`config.mk`:
```
export PLATFORM = sky130hd
export DESIGN_NAME = aas_chip_select
export DESIGN_NICKNAME = d
export VERILOG_FILES = /design/src/aas_pkg.sv /design/src/aas_attr_match.sv /design/src/aas_wait_gen.sv /design/src/aas_chip_select.sv
export SDC_FILE = /design/constraint.sdc
export NUM_CORES = 1
export LEC_CHECK = 0
export BUFFER_PORTS_ARGS = -buffer_cell sky130_fd_sc_hd__buf_4
export CORE_MARGIN = 2
export CORE_UTILIZATION = 57
export DETAILED_ROUTE_END_ITERATION = 10
export PLACE_DENSITY = 0.8
export SLEW_MARGIN = 20
export SYNTH_ARGS = -nofsm -noshare
export SYNTH_HDL_FRONTEND = slang
export SYNTH_SLANG_ARGS = --single-unit
```
`constraint.sdc`:
```
create_clock -name aclk -period 4.6 [get_ports aclk]
set_input_delay 0.92 -clock aclk [delete_from_list [all_inputs] [get_ports aclk]]
set_output_delay 0.92 -clock aclk [all_outputs]
set_load 0.01 [all_outputs]
```
`src/aas_pkg.sv`:
```
`default_nettype none
package aas_pkg;
    localparam int DATA_W = 24;
    localparam int WAIT_W = 5;
    localparam int NUM_ATTR = 4;

    // register byte offsets on the control bus
    localparam logic [7:0] OFS_BUS_TIMING = 8'h00;
    localparam logic [7:0] OFS_ATTR_ZERO = 8'h04;
    localparam logic [7:0] OFS_ATTR_ONE = 8'h08;
    localparam logic [7:0] OFS_ATTR_TWO = 8'h0c;
    localparam logic [7:0] OFS_ATTR_THREE = 8'h10;
    localparam logic [7:0] OFS_STATUS = 8'h14;

    // reset values
    localparam logic [23:0] BUS_TIMING_RST = 24'h0f_ffff;
    localparam logic [23:0] ATTR_RST = 24'h00_0000;

    // bus_timing_control layout: area k wait count at [5k+4:5k]
    localparam int AREA_WAIT_LSB = 0;
    localparam int BUS_REQUEST_HOLD_BIT = 21;
    localparam int BUS_LOCK_HOLD_BIT = 22;

    // attr_select_reg layout
    localparam int ATTR_POL_BIT = 2;
    localparam int ATTR_SPACE_LSB = 3;
    localparam int ATTR_CNT_LSB = 8;
    localparam int ATTR_CNT_W = 4;
    localparam int ATTR_ADDR_LSB = 12;
    localparam int ATTR_ADDR_W = 12;

    localparam logic [4:0] MAX_WAIT = 5'h1f;
    localparam logic [1:0] RESP_OKAY = 2'h0;
    localparam logic [1:0] RESP_SLVERR = 2'h2;

    typedef enum logic [1:0] {
        AAS_SPACE_P = 2'h0,
        AAS_SPACE_X = 2'h1,
        AAS_SPACE_Y = 2'h2
    } aas_space_t;

    typedef enum logic [2:0] {
        AAS_IDLE = 3'h1,
        AAS_BUSY = 3'h2,
        AAS_LENT = 3'h4
    } aas_acc_state_t;
endpackage
`default_nettype wire

```
`src/aas_attr_match.sv`:
```
`default_nettype none
module aas_attr_match (
    input wire logic [23:0] attr_reg,
    input wire logic [23:0] addr,
    input wire logic [1:0] space,
    output logic hit
);
    logic [aas_pkg::ATTR_ADDR_W-1:0] bit_ok;
    logic [aas_pkg::ATTR_CNT_W-1:0] cnt;
    logic space_ok;

    assign cnt = attr_reg[aas_pkg::ATTR_CNT_LSB +: aas_pkg::ATTR_CNT_W];

    // compared bits run from address bit 23 downward, cnt of them
    genvar i;
    generate
        for (i = 0; i < aas_pkg::ATTR_ADDR_W; i++) begin : g_bit
            assign bit_ok[i] = (32'(i) >= 32'(cnt)) ||
                (addr[23 - i] == attr_reg[23 - i]);
        end
    endgenerate

    // space code 3 is no space at all and never matches
    assign space_ok = (space != 2'h3) &&
        attr_reg[aas_pkg::ATTR_SPACE_LSB + 32'(space)];

    assign hit = space_ok && (&bit_ok);
endmodule
`default_nettype wire

```
`src/aas_wait_gen.sv`:
```
`default_nettype none
module aas_wait_gen (
    input wire logic aclk,
    input wire logic aresetn,
    input wire logic start,
    input wire logic busy,
    input wire logic [4:0] wait_cnt,
    input wire logic ack,
    output logic fin,
    output logic [4:0] elapsed
);
    typedef struct packed {
        logic [4:0] cnt;
    } aas_wait_st_t;

    aas_wait_st_t s_r;
    aas_wait_st_t s_nxt;

    always_comb begin
        s_nxt = s_r;
        if (start) begin
            s_nxt.cnt = 5'h00;
        end else if (busy && s_r.cnt != aas_pkg::MAX_WAIT) begin
            s_nxt.cnt = s_r.cnt + 5'h01;
        end
    end

    always_ff @(posedge aclk) begin
        if (!aresetn) begin
            s_r <= '0;
        end else begin
            s_r <= s_nxt;
        end
    end

    // longer of programmed count and external acknowledge wins
    assign fin = busy && (s_r.cnt >= wait_cnt) && ack;
    assign elapsed = s_r.cnt;
endmodule
`default_nettype wire

```
`src/aas_chip_select.sv`:
```
// Operation
// - each access waits the longer of programmed count and acknowledge delay.
// - programmed wait count per access ranges from zero to thirty-one.
// - external port has 24-bit data bus and separate 24-bit address bus.
// - three spaces, two data and one program, each 16M words of 24 bits.
// - zero-wait accesses can follow one per clock cycle.
// - attribute pins change with the same timing as the address bus.
// - pin asserts only when upper address bits and space match its register.
// - reset clears all four attribute registers, disabling every pin.
// - among several matching registers the highest index wins.
// - pin negates after access unless next access selects the same pin.
// - four readable and writable 24-bit attribute registers, one per pin.
// - an external master may borrow the bus while internals continue.
`default_nettype none
module aas_chip_select #(
    parameter int AXI_AW = 8
) (
    input wire logic aclk,
    input wire logic aresetn,
    input wire logic [AXI_AW-1:0] s_axi_awaddr,
    input wire logic s_axi_awvalid,
    output logic s_axi_awready,
    input wire logic [31:0] s_axi_wdata,
    input wire logic [3:0] s_axi_wstrb,
    input wire logic s_axi_wvalid,
    output logic s_axi_wready,
    output logic [1:0] s_axi_bresp,
    output logic s_axi_bvalid,
    input wire logic s_axi_bready,
    input wire logic [AXI_AW-1:0] s_axi_araddr,
    input wire logic s_axi_arvalid,
    output logic s_axi_arready,
    output logic [31:0] s_axi_rdata,
    output logic [1:0] s_axi_rresp,
    output logic s_axi_rvalid,
    input wire logic s_axi_rready,
    input wire logic acc_valid,
    output logic acc_ready,
    input wire logic [23:0] acc_addr,
    input wire logic [1:0] acc_space,
    input wire logic acc_write,
    input wire logic [23:0] acc_wdata,
    output logic acc_done,
    output logic [23:0] acc_rdata,
    output logic [23:0] ext_addr,
    output logic [23:0] ext_data_out,
    output logic ext_data_oe,
    input wire logic [23:0] ext_data_in,
    output logic ext_rd_n,
    output logic ext_wr_n,
    output logic ext_bus_oe,
    output logic [3:0] attr_select_pin,
    input wire logic transfer_ack_in,
    input wire logic ext_bus_req,
    output logic ext_bus_grant
);
    typedef struct packed {
        logic [23:0] bus_timing_control;
        logic [3:0][23:0] attr_select_reg;
        logic aw_got;
        logic w_got;
        logic [AXI_AW-1:0] wr_addr;
        logic [23:0] wr_data;
        logic [2:0] wr_strb;
        logic awready;
        logic wready;
        logic bvalid;
        logic [1:0] bresp;
        logic arready;
        logic rvalid;
        logic [1:0] rresp;
        logic [23:0] rdata;
        aas_pkg::aas_acc_state_t state;
        logic pend;
        logic [23:0] pend_addr;
        logic [1:0] pend_space;
        logic pend_write;
        logic [23:0] pend_wdata;
        logic [4:0] cur_wait;
        logic cur_write;
        logic [3:0] sel;
        logic [23:0] ext_addr;
        logic [23:0] ext_dout;
        logic ext_data_oe;
        logic rd_n;
        logic wr_n;
        logic bus_oe;
        logic [3:0] pins;
        logic acc_ready;
        logic acc_done;
        logic [23:0] acc_rdata;
        logic grant;
    } aas_core_st_t;

    aas_core_st_t s_r;
    aas_core_st_t s_nxt;

    logic fin;
    logic [4:0] elapsed;
    logic take_in;
    logic busy;
    logic free;
    logic lend;
    logic launch;
    logic [23:0] l_addr;
    logic [1:0] l_space;
    logic l_write;
    logic [23:0] l_wdata;
    logic [3:0] hit;
    logic [3:0] win;
    logic [1:0] area;

    // 0 timing, 1..4 attribute zero..three, 5 status, 7 unmapped
    function automatic logic [2:0] reg_index(input logic [AXI_AW-1:0] a);
        case (a)
            AXI_AW'(aas_pkg::OFS_BUS_TIMING): reg_index = 3'h0;
            AXI_AW'(aas_pkg::OFS_ATTR_ZERO): reg_index = 3'h1;
            AXI_AW'(aas_pkg::OFS_ATTR_ONE): reg_index = 3'h2;
            AXI_AW'(aas_pkg::OFS_ATTR_TWO): reg_index = 3'h3;
            AXI_AW'(aas_pkg::OFS_ATTR_THREE): reg_index = 3'h4;
            AXI_AW'(aas_pkg::OFS_STATUS): reg_index = 3'h5;
            default: reg_index = 3'h7;
        endcase
    endfunction

    function automatic logic [23:0] merge(input logic [23:0] old, input logic [23:0] d,
                                          input logic [2:0] strb);
        merge = old;
        for (int b = 0; b < 3; b++) begin
            if (strb[b]) begin
                merge[8*b +: 8] = d[8*b +: 8];
            end
        end
    endfunction

    // highest index wins; no hit falls back to area zero timing
    function automatic logic [5:0] pick(input logic [3:0] m);
        pick = 6'h00;
        for (int k = 0; k < 4; k++) begin
            if (m[k]) begin
                pick = {2'(k), 4'(1 << k)};
            end
        end
    endfunction

    assign busy = (s_r.state == aas_pkg::AAS_BUSY);
    assign take_in = acc_valid && s_r.acc_ready;
    assign free = (s_r.state == aas_pkg::AAS_IDLE) || (busy && fin);
    assign lend = free && ext_bus_req &&
        !s_r.bus_timing_control[aas_pkg::BUS_LOCK_HOLD_BIT];
    assign launch = free && (s_r.pend || take_in) && !lend;
    assign l_addr = s_r.pend ? s_r.pend_addr : acc_addr;
    assign l_space = s_r.pend ? s_r.pend_space : acc_space;
    assign l_write = s_r.pend ? s_r.pend_write : acc_write;
    assign l_wdata = s_r.pend ? s_r.pend_wdata : acc_wdata;
    assign {area, win} = pick(hit);

    genvar g;
    generate
        for (g = 0; g < aas_pkg::NUM_ATTR; g++) begin : g_match
            aas_attr_match u_match (
                .attr_reg(s_r.attr_select_reg[g]),
                .addr(l_addr),
                .space(l_space),
                .hit(hit[g])
            );
        end
    endgenerate

    aas_wait_gen u_wait (
        .aclk(aclk),
        .aresetn(aresetn),
        .start(launch),
        .busy(busy),
        .wait_cnt(s_r.cur_wait),
        .ack(transfer_ack_in),
        .fin(fin),
        .elapsed(elapsed)
    );

    always_comb begin
        s_nxt = s_r;
        s_nxt.acc_done = 1'h0;
        // register bus: address and data may arrive in either order
        if (s_r.awready && s_axi_awvalid) begin
            s_nxt.aw_got = 1'h1;
            s_nxt.wr_addr = s_axi_awaddr;
        end
        if (s_r.wready && s_axi_wvalid) begin
            s_nxt.w_got = 1'h1;
            s_nxt.wr_data = s_axi_wdata[23:0];
            s_nxt.wr_strb = s_axi_wstrb[2:0];
        end
        if (s_r.bvalid && s_axi_bready) begin
            s_nxt.bvalid = 1'h0;
        end
        if (s_r.aw_got && s_r.w_got && !s_r.bvalid) begin
            s_nxt.aw_got = 1'h0;
            s_nxt.w_got = 1'h0;
            s_nxt.bvalid = 1'h1;
            s_nxt.bresp = aas_pkg::RESP_OKAY;
            case (reg_index(s_r.wr_addr))
                3'h0: s_nxt.bus_timing_control = merge(s_r.bus_timing_control,
                                                       s_r.wr_data, s_r.wr_strb);
                3'h1, 3'h2, 3'h3, 3'h4: begin
                    s_nxt.attr_select_reg[2'(reg_index(s_r.wr_addr) - 3'h1)] =
                        merge(s_r.attr_select_reg[2'(reg_index(s_r.wr_addr) - 3'h1)],
                              s_r.wr_data, s_r.wr_strb);
                end
                3'h5: s_nxt.bresp = aas_pkg::RESP_OKAY;
                default: s_nxt.bresp = aas_pkg::RESP_SLVERR;
            endcase
        end
        s_nxt.awready = !s_nxt.aw_got && !s_nxt.bvalid;
        s_nxt.wready = !s_nxt.w_got && !s_nxt.bvalid;
        if (s_r.rvalid && s_axi_rready) begin
            s_nxt.rvalid = 1'h0;
        end
        if (s_r.arready && s_axi_arvalid) begin
            s_nxt.rvalid = 1'h1;
            s_nxt.rresp = aas_pkg::RESP_OKAY;
            case (reg_index(s_axi_araddr))
                3'h0: s_nxt.rdata = s_r.bus_timing_control;
                3'h1, 3'h2, 3'h3, 3'h4: begin
                    s_nxt.rdata = s_r.attr_select_reg[2'(reg_index(s_axi_araddr) - 3'h1)];
                end
                3'h5: s_nxt.rdata = {13'h0000, s_r.cur_wait, s_r.sel, s_r.pend, s_r.grant};
                default: begin
                    s_nxt.rdata = 24'h00_0000;
                    s_nxt.rresp = aas_pkg::RESP_SLVERR;
                end
            endcase
        end
        s_nxt.arready = !s_nxt.rvalid;

        // external access sequencing
        if (fin) begin
            s_nxt.acc_done = 1'h1;
            if (!s_r.cur_write) begin
                s_nxt.acc_rdata = ext_data_in;
            end
        end
        if (launch && s_r.pend) begin
            s_nxt.pend = 1'h0;
        end
        if (take_in && !(launch && !s_r.pend)) begin
            s_nxt.pend = 1'h1;
            s_nxt.pend_addr = acc_addr;
            s_nxt.pend_space = acc_space;
            s_nxt.pend_write = acc_write;
            s_nxt.pend_wdata = acc_wdata;
        end
        case (s_r.state)
            aas_pkg::AAS_IDLE, aas_pkg::AAS_BUSY: begin
                if (launch) begin
                    // address, data and pins are loaded on the same edge
                    s_nxt.state = aas_pkg::AAS_BUSY;
                    s_nxt.ext_addr = l_addr;
                    s_nxt.sel = win;
                    s_nxt.cur_wait = s_r.bus_timing_control[
                        aas_pkg::AREA_WAIT_LSB + aas_pkg::WAIT_W * 32'(area) +: aas_pkg::WAIT_W
                    ];
                    s_nxt.cur_write = l_write;
                    s_nxt.rd_n = l_write;
                    s_nxt.wr_n = !l_write;
                    s_nxt.ext_dout = l_wdata;
                    s_nxt.ext_data_oe = l_write;
                end else if (free) begin
                    s_nxt.state = lend ? aas_pkg::AAS_LENT : aas_pkg::AAS_IDLE;
                    s_nxt.sel = 4'h0;
                    s_nxt.rd_n = 1'h1;
                    s_nxt.wr_n = 1'h1;
                    s_nxt.ext_data_oe = 1'h0;
                end
            end
            aas_pkg::AAS_LENT: begin
                // one access waits in the pending slot until the bus returns
                if (!ext_bus_req) begin
                    s_nxt.state = aas_pkg::AAS_IDLE;
                end
            end
            default: s_nxt.state = aas_pkg::AAS_IDLE;
        endcase
        s_nxt.acc_ready = !s_nxt.pend;
        s_nxt.grant = (s_nxt.state == aas_pkg::AAS_LENT);
        s_nxt.bus_oe = !s_nxt.grant;
        for (int k = 0; k < aas_pkg::NUM_ATTR; k++) begin
            s_nxt.pins[k] = s_nxt.attr_select_reg[k][aas_pkg::ATTR_POL_BIT] ?
                s_nxt.sel[k] : !s_nxt.sel[k];
        end
    end

    always_ff @(posedge aclk) begin
        if (!aresetn) begin
            s_r <= '0;
            s_r.bus_timing_control <= aas_pkg::BUS_TIMING_RST;
            s_r.attr_select_reg <= {4{aas_pkg::ATTR_RST}};
            s_r.state <= aas_pkg::AAS_IDLE;
            s_r.rd_n <= 1'h1;
            s_r.wr_n <= 1'h1;
            s_r.bus_oe <= 1'h1;
            s_r.pins <= 4'hf;
        end else begin
            s_r <= s_nxt;
        end
    end

    assign s_axi_awready = s_r.awready;
    assign s_axi_wready = s_r.wready;
    assign s_axi_bresp = s_r.bresp;
    assign s_axi_bvalid = s_r.bvalid;
    assign s_axi_arready = s_r.arready;
    assign s_axi_rdata = {8'h00, s_r.rdata};
    assign s_axi_rresp = s_r.rresp;
    assign s_axi_rvalid = s_r.rvalid;
    assign acc_ready = s_r.acc_ready;
    assign acc_done = s_r.acc_done;
    assign acc_rdata = s_r.acc_rdata;
    assign ext_addr = s_r.ext_addr;
    assign ext_data_out = s_r.ext_dout;
    assign ext_data_oe = s_r.ext_data_oe;
    assign ext_rd_n = s_r.rd_n;
    assign ext_wr_n = s_r.wr_n;
    assign ext_bus_oe = s_r.bus_oe;
    assign attr_select_pin = s_r.pins;
    assign ext_bus_grant = s_r.grant;

    property p_wait_count;
        @(posedge aclk) disable iff (!aresetn)
        fin |-> elapsed >= s_r.cur_wait;
    endproperty
    a_wait_count: assert property (p_wait_count) else $error("access ended early");

    property p_ack_holds;
        @(posedge aclk) disable iff (!aresetn)
        busy && !transfer_ack_in |=> !acc_done;
    endproperty
    a_ack_holds: assert property (p_ack_holds) else $error("done without ack");

    property p_wait_end;
        @(posedge aclk) disable iff (!aresetn)
        busy && transfer_ack_in && elapsed == s_r.cur_wait |=> acc_done;
    endproperty
    a_wait_end: assert property (p_wait_end) else $error("wait overran");

    property p_reset_clear;
        @(posedge aclk)
        $rose(aresetn) |-> s_r.attr_select_reg == '0 && attr_select_pin == 4'hf;
    endproperty
    a_reset_clear: assert property (p_reset_clear) else $error("reset left attr set");

    property p_priority;
        @(posedge aclk) disable iff (!aresetn)
        launch && hit[3] |=> s_r.sel == 4'h8;
    endproperty
    a_priority: assert property (p_priority) else $error("priority lost");

    property p_no_match;
        @(posedge aclk) disable iff (!aresetn)
        launch && hit == 4'h0 |=> s_r.sel == 4'h0 ##1 1'b1;
    endproperty
    a_no_match: assert property (p_no_match) else $error("pin without match");

    property p_sel_needs_busy;
        @(posedge aclk) disable iff (!aresetn)
        s_r.sel != 4'h0 |-> busy && $onehot(s_r.sel);
    endproperty
    a_sel_needs_busy: assert property (p_sel_needs_busy) else $error("stray select");

    property p_negate;
        @(posedge aclk) disable iff (!aresetn)
        fin && !launch |=> s_r.sel == 4'h0 && ext_rd_n && ext_wr_n;
    endproperty
    a_negate: assert property (p_negate) else $error("pin not negated");

    property p_keep_pin;
        @(posedge aclk) disable iff (!aresetn)
        fin && launch && win == s_r.sel |=> $stable(s_r.sel);
    endproperty
    a_keep_pin: assert property (p_keep_pin) else $error("pin dropped between");

    property p_addr_timing;
        @(posedge aclk) disable iff (!aresetn)
        launch |=> ext_addr == $past(l_addr) && s_r.sel == $past(win);
    endproperty
    a_addr_timing: assert property (p_addr_timing) else $error("addr and pin skew");

    property p_lent_idle;
        @(posedge aclk) disable iff (!aresetn)
        ext_bus_grant |-> !busy && !ext_bus_oe && s_r.sel == 4'h0;
    endproperty
    a_lent_idle: assert property (p_lent_idle) else $error("bus lent while busy");

    property p_back_to_back;
        @(posedge aclk) disable iff (!aresetn)
        acc_done ##1 acc_done ##1 acc_done;
    endproperty
    c_back_to_back: cover property (p_back_to_back);

    property p_ack_stretch;
        @(posedge aclk) disable iff (!aresetn)
        (busy && !transfer_ack_in) [*3] ##2 acc_done;
    endproperty
    c_ack_stretch: cover property (p_ack_stretch);

    property p_lend;
        @(posedge aclk) disable iff (!aresetn)
        $rose(ext_bus_grant);
    endproperty
    c_lend: cover property (p_lend);
endmodule
`default_nettype wire

```
After elaboration in Yosys (flattened, before gate mapping):

Cells that the tools add are included.

* output and inout port bits: 124
* register bits after elaboration: 343
* bits of input ports: 137
* word-level logic and storage cells: 368

* reduce and logical (&&, ||, !) cells: 118
* shift-type cells: 1
* equality and inequality tests: 74
* order comparisons: 53
* add/subtract/negate cells: 4
* bitwise operators: 2
* multipliers: 1
* mux-type cells: 70

Operators with widths (number)
* two-way mux 24 bit: 6
* binary-select mux 24 bit (select 2 bit): 2
* bitwise mux 96 bit: 1
* two-way mux 77 bit: 1
* two-way mux 75 bit: 1
* two-way mux 8 bit: 9
* one-hot mux 24 bit (3 select lines): 1
* greater-or-equal comparator 3 x 4 -> 1 bit (first input constant): 16
* greater-or-equal comparator 4 bit (first input constant): 16
* two-way mux 55 bit: 1
* two-way mux 52 bit: 1
* logical OR 1 bit: 50
* demux 24 bit (select 2 bit): 1
* equality test 1 bit: 48
* two-way mux 48 bit: 1
* AND reduction 12 bit: 4
* one-hot mux 3 bit (6 select lines): 2
* equality test 8 x 4 -> 1 bit (second input constant): 4
* equality test 8 x 5 -> 1 bit (second input constant): 4
* greater-or-equal comparator 1 x 4 -> 1 bit (first input constant): 8
* greater-or-equal comparator 2 x 4 -> 1 bit (first input constant): 8
* < comparator 32 x 6 -> 1 bit (second input constant): 1
* logical AND 1 bit: 30
* two-way mux 27 bit: 1
* 32 further kinds: 106

Depth between registers and ports, before layout:

* word-level depth: 18
* mapped depth: 14
* depth with buffers taken out: 13

By module:

A second synthesis with hierarchy kept.

* cells, all modules: 1870
* area total of the unflattened synthesis: 16910.0 µm²

Modules (own cells, without submodules)
* aas_chip_select: cells each 1671, area each 15153.3 µm², instances 1, seq. area each 6726.5 µm²
* aas_attr_match: cells each 39, area each 349.1 µm², instances 4, seq. area each 0.0 µm²
* aas_wait_gen: cells each 43, area each 360.3 µm², instances 1, seq. area each 100.1 µm²

Worst setup path after synthesis:

Ideal clock, no wire load.

* path kind: flip-flop to flip-flop
* start: register s_r[208] (netlist bit)
* end: register s_r[303] (netlist bit)
* required time: 4462 ps
* cell stages (with the launch flop): 12
* slack: 483 ps
* arrival: 3979 ps
* path buffers: 5
* cells stage by stage: dfxtp_1 nor4_1 nand3_2 buf_2 buf_2 ha_1 clkbuf_1 buf_1 buf_1 mux4_2 mux2i_1 a211oi_1

* cells in the longest elaborated chain, start to end: 11
* elaborated cells on any way between the ends: 28
* classes of those cells: add/sub: 1; order compare: 2; eq/ne: 9; mux: 12; reduce/logical: 4

Ends and longest elaborated chain
* from (decl): RTL line aas_chip_select.sv:95 `aas_core_st_t s_r;`
* from (signal assigned): RTL line aas_chip_select.sv:304 `s_r <= s_nxt;`
* equality test 8 x 5 -> 1 bit (tied with other cells): RTL line aas_chip_select.sv:115 `case (a)`
* one-hot mux 3 bit (6 select lines) (*): RTL line aas_chip_select.sv:115
* two-way mux 2 bit: RTL line aas_chip_select.sv:202 `case (reg_index(s_r.wr_addr))`
* two-way mux 2 bit: RTL line aas_chip_select.sv:197 `if (s_r.aw_got && s_r.w_got && !s_r.bvalid) begin`
* subtractor 2 x 1 -> 2 bit: RTL line aas_chip_select.sv:206, aas_chip_select.sv:207
* binary-select mux 24 bit (select 2 bit): RTL line aas_chip_select.sv:207 `merge(s_r.attr_select_reg[2'(reg_index(s_r.wr_addr) - 3'h1)],`
* two-way mux 24 bit (not written as such): RTL line aas_chip_select.sv:207
* two-way mux 8 bit: RTL line aas_chip_select.sv:130 `if (strb[b]) begin`
* two-way mux 8 bit: RTL line aas_chip_select.sv:202
* two-way mux 8 bit: RTL line aas_chip_select.sv:197
* bitwise mux 96 bit: RTL line aas_chip_select.sv:206 `s_nxt.attr_select_reg[2'(reg_index(s_r.wr_addr) - 3'h1)] =`

Mark *: on every way between the ends. The rest lies on a longest branch, timed or not. The select of a mux whose other input is x is not followed.
A chain may end at the register's enable or synchronous reset.

Worst setup path after layout:

* start: register s_r[208] (netlist bit)
* end: register s_r, in the netlist attr_select_pin[1]

* cells in the longest elaborated chain, start to end: 14
* elaborated cells on any way between the ends: 30
* classes of those cells: add/sub: 1; order compare: 2; eq/ne: 9; mux: 15; reduce/logical: 3

Ends and longest elaborated chain
* equality test 8 x 5 -> 1 bit (tied with other cells): RTL line aas_chip_select.sv:115
* one-hot mux 3 bit (6 select lines) (*): RTL line aas_chip_select.sv:115
* two-way mux 2 bit: RTL line aas_chip_select.sv:202
* two-way mux 2 bit: RTL line aas_chip_select.sv:197
* subtractor 2 x 1 -> 2 bit: RTL line aas_chip_select.sv:206, aas_chip_select.sv:207
* binary-select mux 24 bit (select 2 bit): RTL line aas_chip_select.sv:207
* two-way mux 24 bit (not written as such): RTL line aas_chip_select.sv:207
* two-way mux 8 bit: RTL line aas_chip_select.sv:130
* two-way mux 8 bit: RTL line aas_chip_select.sv:202
* two-way mux 8 bit: RTL line aas_chip_select.sv:197
* bitwise mux 96 bit: RTL line aas_chip_select.sv:206
* two-way mux 75 bit (*): RTL line aas_chip_select.sv:202
* two-way mux 77 bit (*): RTL line aas_chip_select.sv:197
* two-way mux 1 bit (*): RTL line aas_chip_select.sv:288 `s_nxt.pins[k] = s_nxt.attr_select_reg[k][aas_pkg::ATTR_POL_BIT] ?`

Marked as above.

==> qor.txt <==
Outcome: finished, final reports clean
First-pass GRT wire length: 73400 um
Die ar.: 30900 um^2
Met3 Wirelength: 3870 um
All-Layer GR Usage: 0.297
CP required: 5040 ps
Htree depth: 2
Die extent in x: 176 um
Diodes inserted: 0
Hold_sp: s_r[117]$_SDFFE_PN0P_
Max VDD drop: 0.289 mV
Worst hold path type: reg2reg
Async S/R FF share, synth: 0
Share of cells above drive strength 1: 0.215
Final setup violation count: 0
Clock sink total: 341
Initial Utilization: 0.583
Synth Flop Type: dfxtp_1
Max-cap violation count: 0
Final TNS setup: 0 ps
Worst-path clk slew: 60 ps
IO buf count: 241
Synth area leaders: dfxtp_1 41%, mux4_2 6.8%, a211oi_1 6.5%
Pre-antenna DRT Iters: 5
Fin nets: 2099
Slowest stage delay, CP: 480 ps
Total power: 0.00717 W
CP Cell Sequence: nor4_1 > buf_4 > nand2_1 > nor2_1 > inv_1 > ha_1 > buf_4 > nor2b_1 > o2111a_1 > o21ba_2 > or2_2 > mux2i_1 > nor4_1 > a31o_2 > a211oi_1
DR iter-0 viols: 1622
Core Rows: 62
Netlist cell types: 73
Startpoint Class: flip-flop
Post-DP HPWL: 32800 um
Slew Viols, Final: 0
Post-synth EDFFs: 0
Most numerous cell in the Yosys netlist: dfxtp_1
CTS tree: yes
Minimum clock period after layout: 4090 ps
Worst skew pair latency: 520 ps
WS Path Type: reg2reg
#FFs+latches synth: 341
Util after Layout: 0.666
Hold_ws: 452 ps
I/O pin cnt: 261
RR Startpoint: s_r[208]$_SDFFE_PN0P_
Post-CTS sizing: 0
Routed WL: 47300 um
Final hold viol count: 0
Top cell type's share of synthesized area: 0.406
TritonCTS Buffers: 36
Vias after detailed routing: 14300
Element type at the critical path end: flip-flop
DRC viols: 0
Syn avg cell area: 8.93 um^2
Commonest cells post-synth: 341 x dfxtp_1, 265 x nand2_1, 206 x nor2_1
Core Region: 28900 um^2
GP Congestion: 0.946
Post-route ant nets: 0
Gate Count Post-Synth: 1883
Hold_buf cts: 0
Post-CTS Setup Bufs: 0
Via/cell ratio: 6.06
GRT overflow: 0
Die span in y: 176 um
RSZ-0062 raised after global routing: no
Worst slew pin tran: 1070 ps
Number of global-route vias before repair: 13400
Initial antenna violation count: 0
Layout area overhead: 14.3%
Root Driver: clkbuf_16
Sequential cell area fraction in the yosys report: 0.406
F_max: 245 MHz
Critical path startpoint: s_r[208]$_SDFFE_PN0P_
Worst Path Arrival: 4530 ps
M1 wire length: 19400 um
Filler Cell Count: 2278
Synth area leader: dfxtp_1
Max FO, Critical Path: 12
Max clock buf depth: 3
Final period util: 0.888
Post-synthesis cell area: 16800 um^2
Met2 Wirelength: 22700 um
DR WL/cell: 20.1 um
Clk_skew: 19.9 ps
Slowest cell on the critical path: mux2i_1
Relative slew slack: 0.285
Power Density: 373 nW/um^2
Highest routed layer: met4
Leak: 7.08 nW
Syn. warnings: 0
Largest net degree at the start of global routing: 208
metrics by stage:
step	cells	cell area [um^2]	setup WS, ps
CTS	2352	19200	517
finish	2352	19200	514
global route	2352	19200	347
floorplan	1892	16800	483
global placement	2289	18000	676
detailed placement	2289	18000	563
layer usage:
layer,vias to the layer above,track usage
li1,6663,-
met1,6844,0.399
met2,648,0.496
met3,95,0.0450
met4,0,0.0895
met5,-,0
worst max-delay path: cells and delay by family, from the launching register on:
family,cells,cell delay [ps]
muxes,1,480
and+or+nand+nor,6,1290
adders and majority gates,1,400
AOI/OAI and AO/OA,4,860
DFF,1,310
buffers and inverters,3,660
worst paths after layout:
kind | cells past startpoint | slack (ps) | to
worst max-delay path | 15 | 510 | attr_select_pin[1]$_SDFF_PN1_
worst min-delay path | 2 | 450 | s_r[117]$_SDFFE_PN0P_
worst max register to register | 15 | 510 | attr_select_pin[1]$_SDFF_PN1_
worst min register to register | 2 | 450 | s_r[117]$_SDFFE_PN0P_
where the power goes:
group / internal [W] / leakage [nW] / switching (W)
clock network: 0.00177 / 0.603 / 0.00119
registers: 0.00307 / 2.77 / 0.0000997
logic: 0.000451 / 3.71 / 0.000599
total: 0.00528 / 7.08 / 0.00189
cell usage in the layout, fill, tap and decap left out, types with 6 or more instances in the layout:
cell type,n
o22ai_1,10
a31oi_1,19
a21o_1,7
xor2_1,18
clkbuf_16,38
nand2_1,264
and2_1,19
a21oi_1,126
buf_4,264
a211oi_1,146
nor4_1,7
a221oi_1,13
nor2_1,205
mux2i_4,10
conb_1,10
mux2_2,9
or2_2,7
nand2b_1,15
mux2i_1,93
dfxtp_1,340
clkbuf_1,6
clkinv_2,6
o21ai_0,27
ha_1,19
mux4_2,51
nor2b_1,7
xnor2_1,31
nor3_1,14
nand3_1,66
inv_1,19
clkbuf_8,9
state kept, by name, summed over array words and instances, names as in the netlist:
| signal | count |
|---|---|
| acc_rdata | 24 |
| s_axi_wready | 1 |
| ext_data_oe | 1 |
| acc_ready | 1 |
| s_axi_bvalid | 1 |
| ext_bus_grant | 1 |
| attr_select_pin | 4 |
| s_axi_rdata | 24 |
| s_r | 222 |
| ext_wr_n | 1 |
| ext_rd_n | 1 |
| s_axi_bresp | 1 |
| acc_done | 1 |
| ext_data_out | 24 |
| s_axi_arready | 1 |
| s_axi_awready | 1 |
| s_axi_rvalid | 1 |
| ext_addr | 24 |
| ext_bus_oe | 1 |
| u_wait.elapsed | 5 |
| s_axi_rresp | 1 |
logic make-up (layout without fill, tap and decap cells):
logic type / count (synthesis) / in the layout / share of synthesized area
fa+ha+maj: 22 / 22 / 0.0160
compound gates: 395 / 395 / 0.155
buf+inv: 273 / 349 / 0.0883
other cells: 1 / 10 / 0.000223
mux: 166 / 166 / 0.146
flops: 341 / 341 / 0.406
xor+xnor: 49 / 49 / 0.0255
simple gates: 636 / 636 / 0.163
layout make-up:
cell class,instances,area (um^2),share of cell area
clock buffers,53,1100,0.0571
clock inverters,10,115,0.00599
inverters,20,87.6,0.00456
multi-input cells,1278,8580,0.447
flip-flops and latches,341,6830,0.355
well taps,384,480,0.0250
repair buffers,266,2020,0.105
Note: power is estimated with default switching activity, not from simulation.
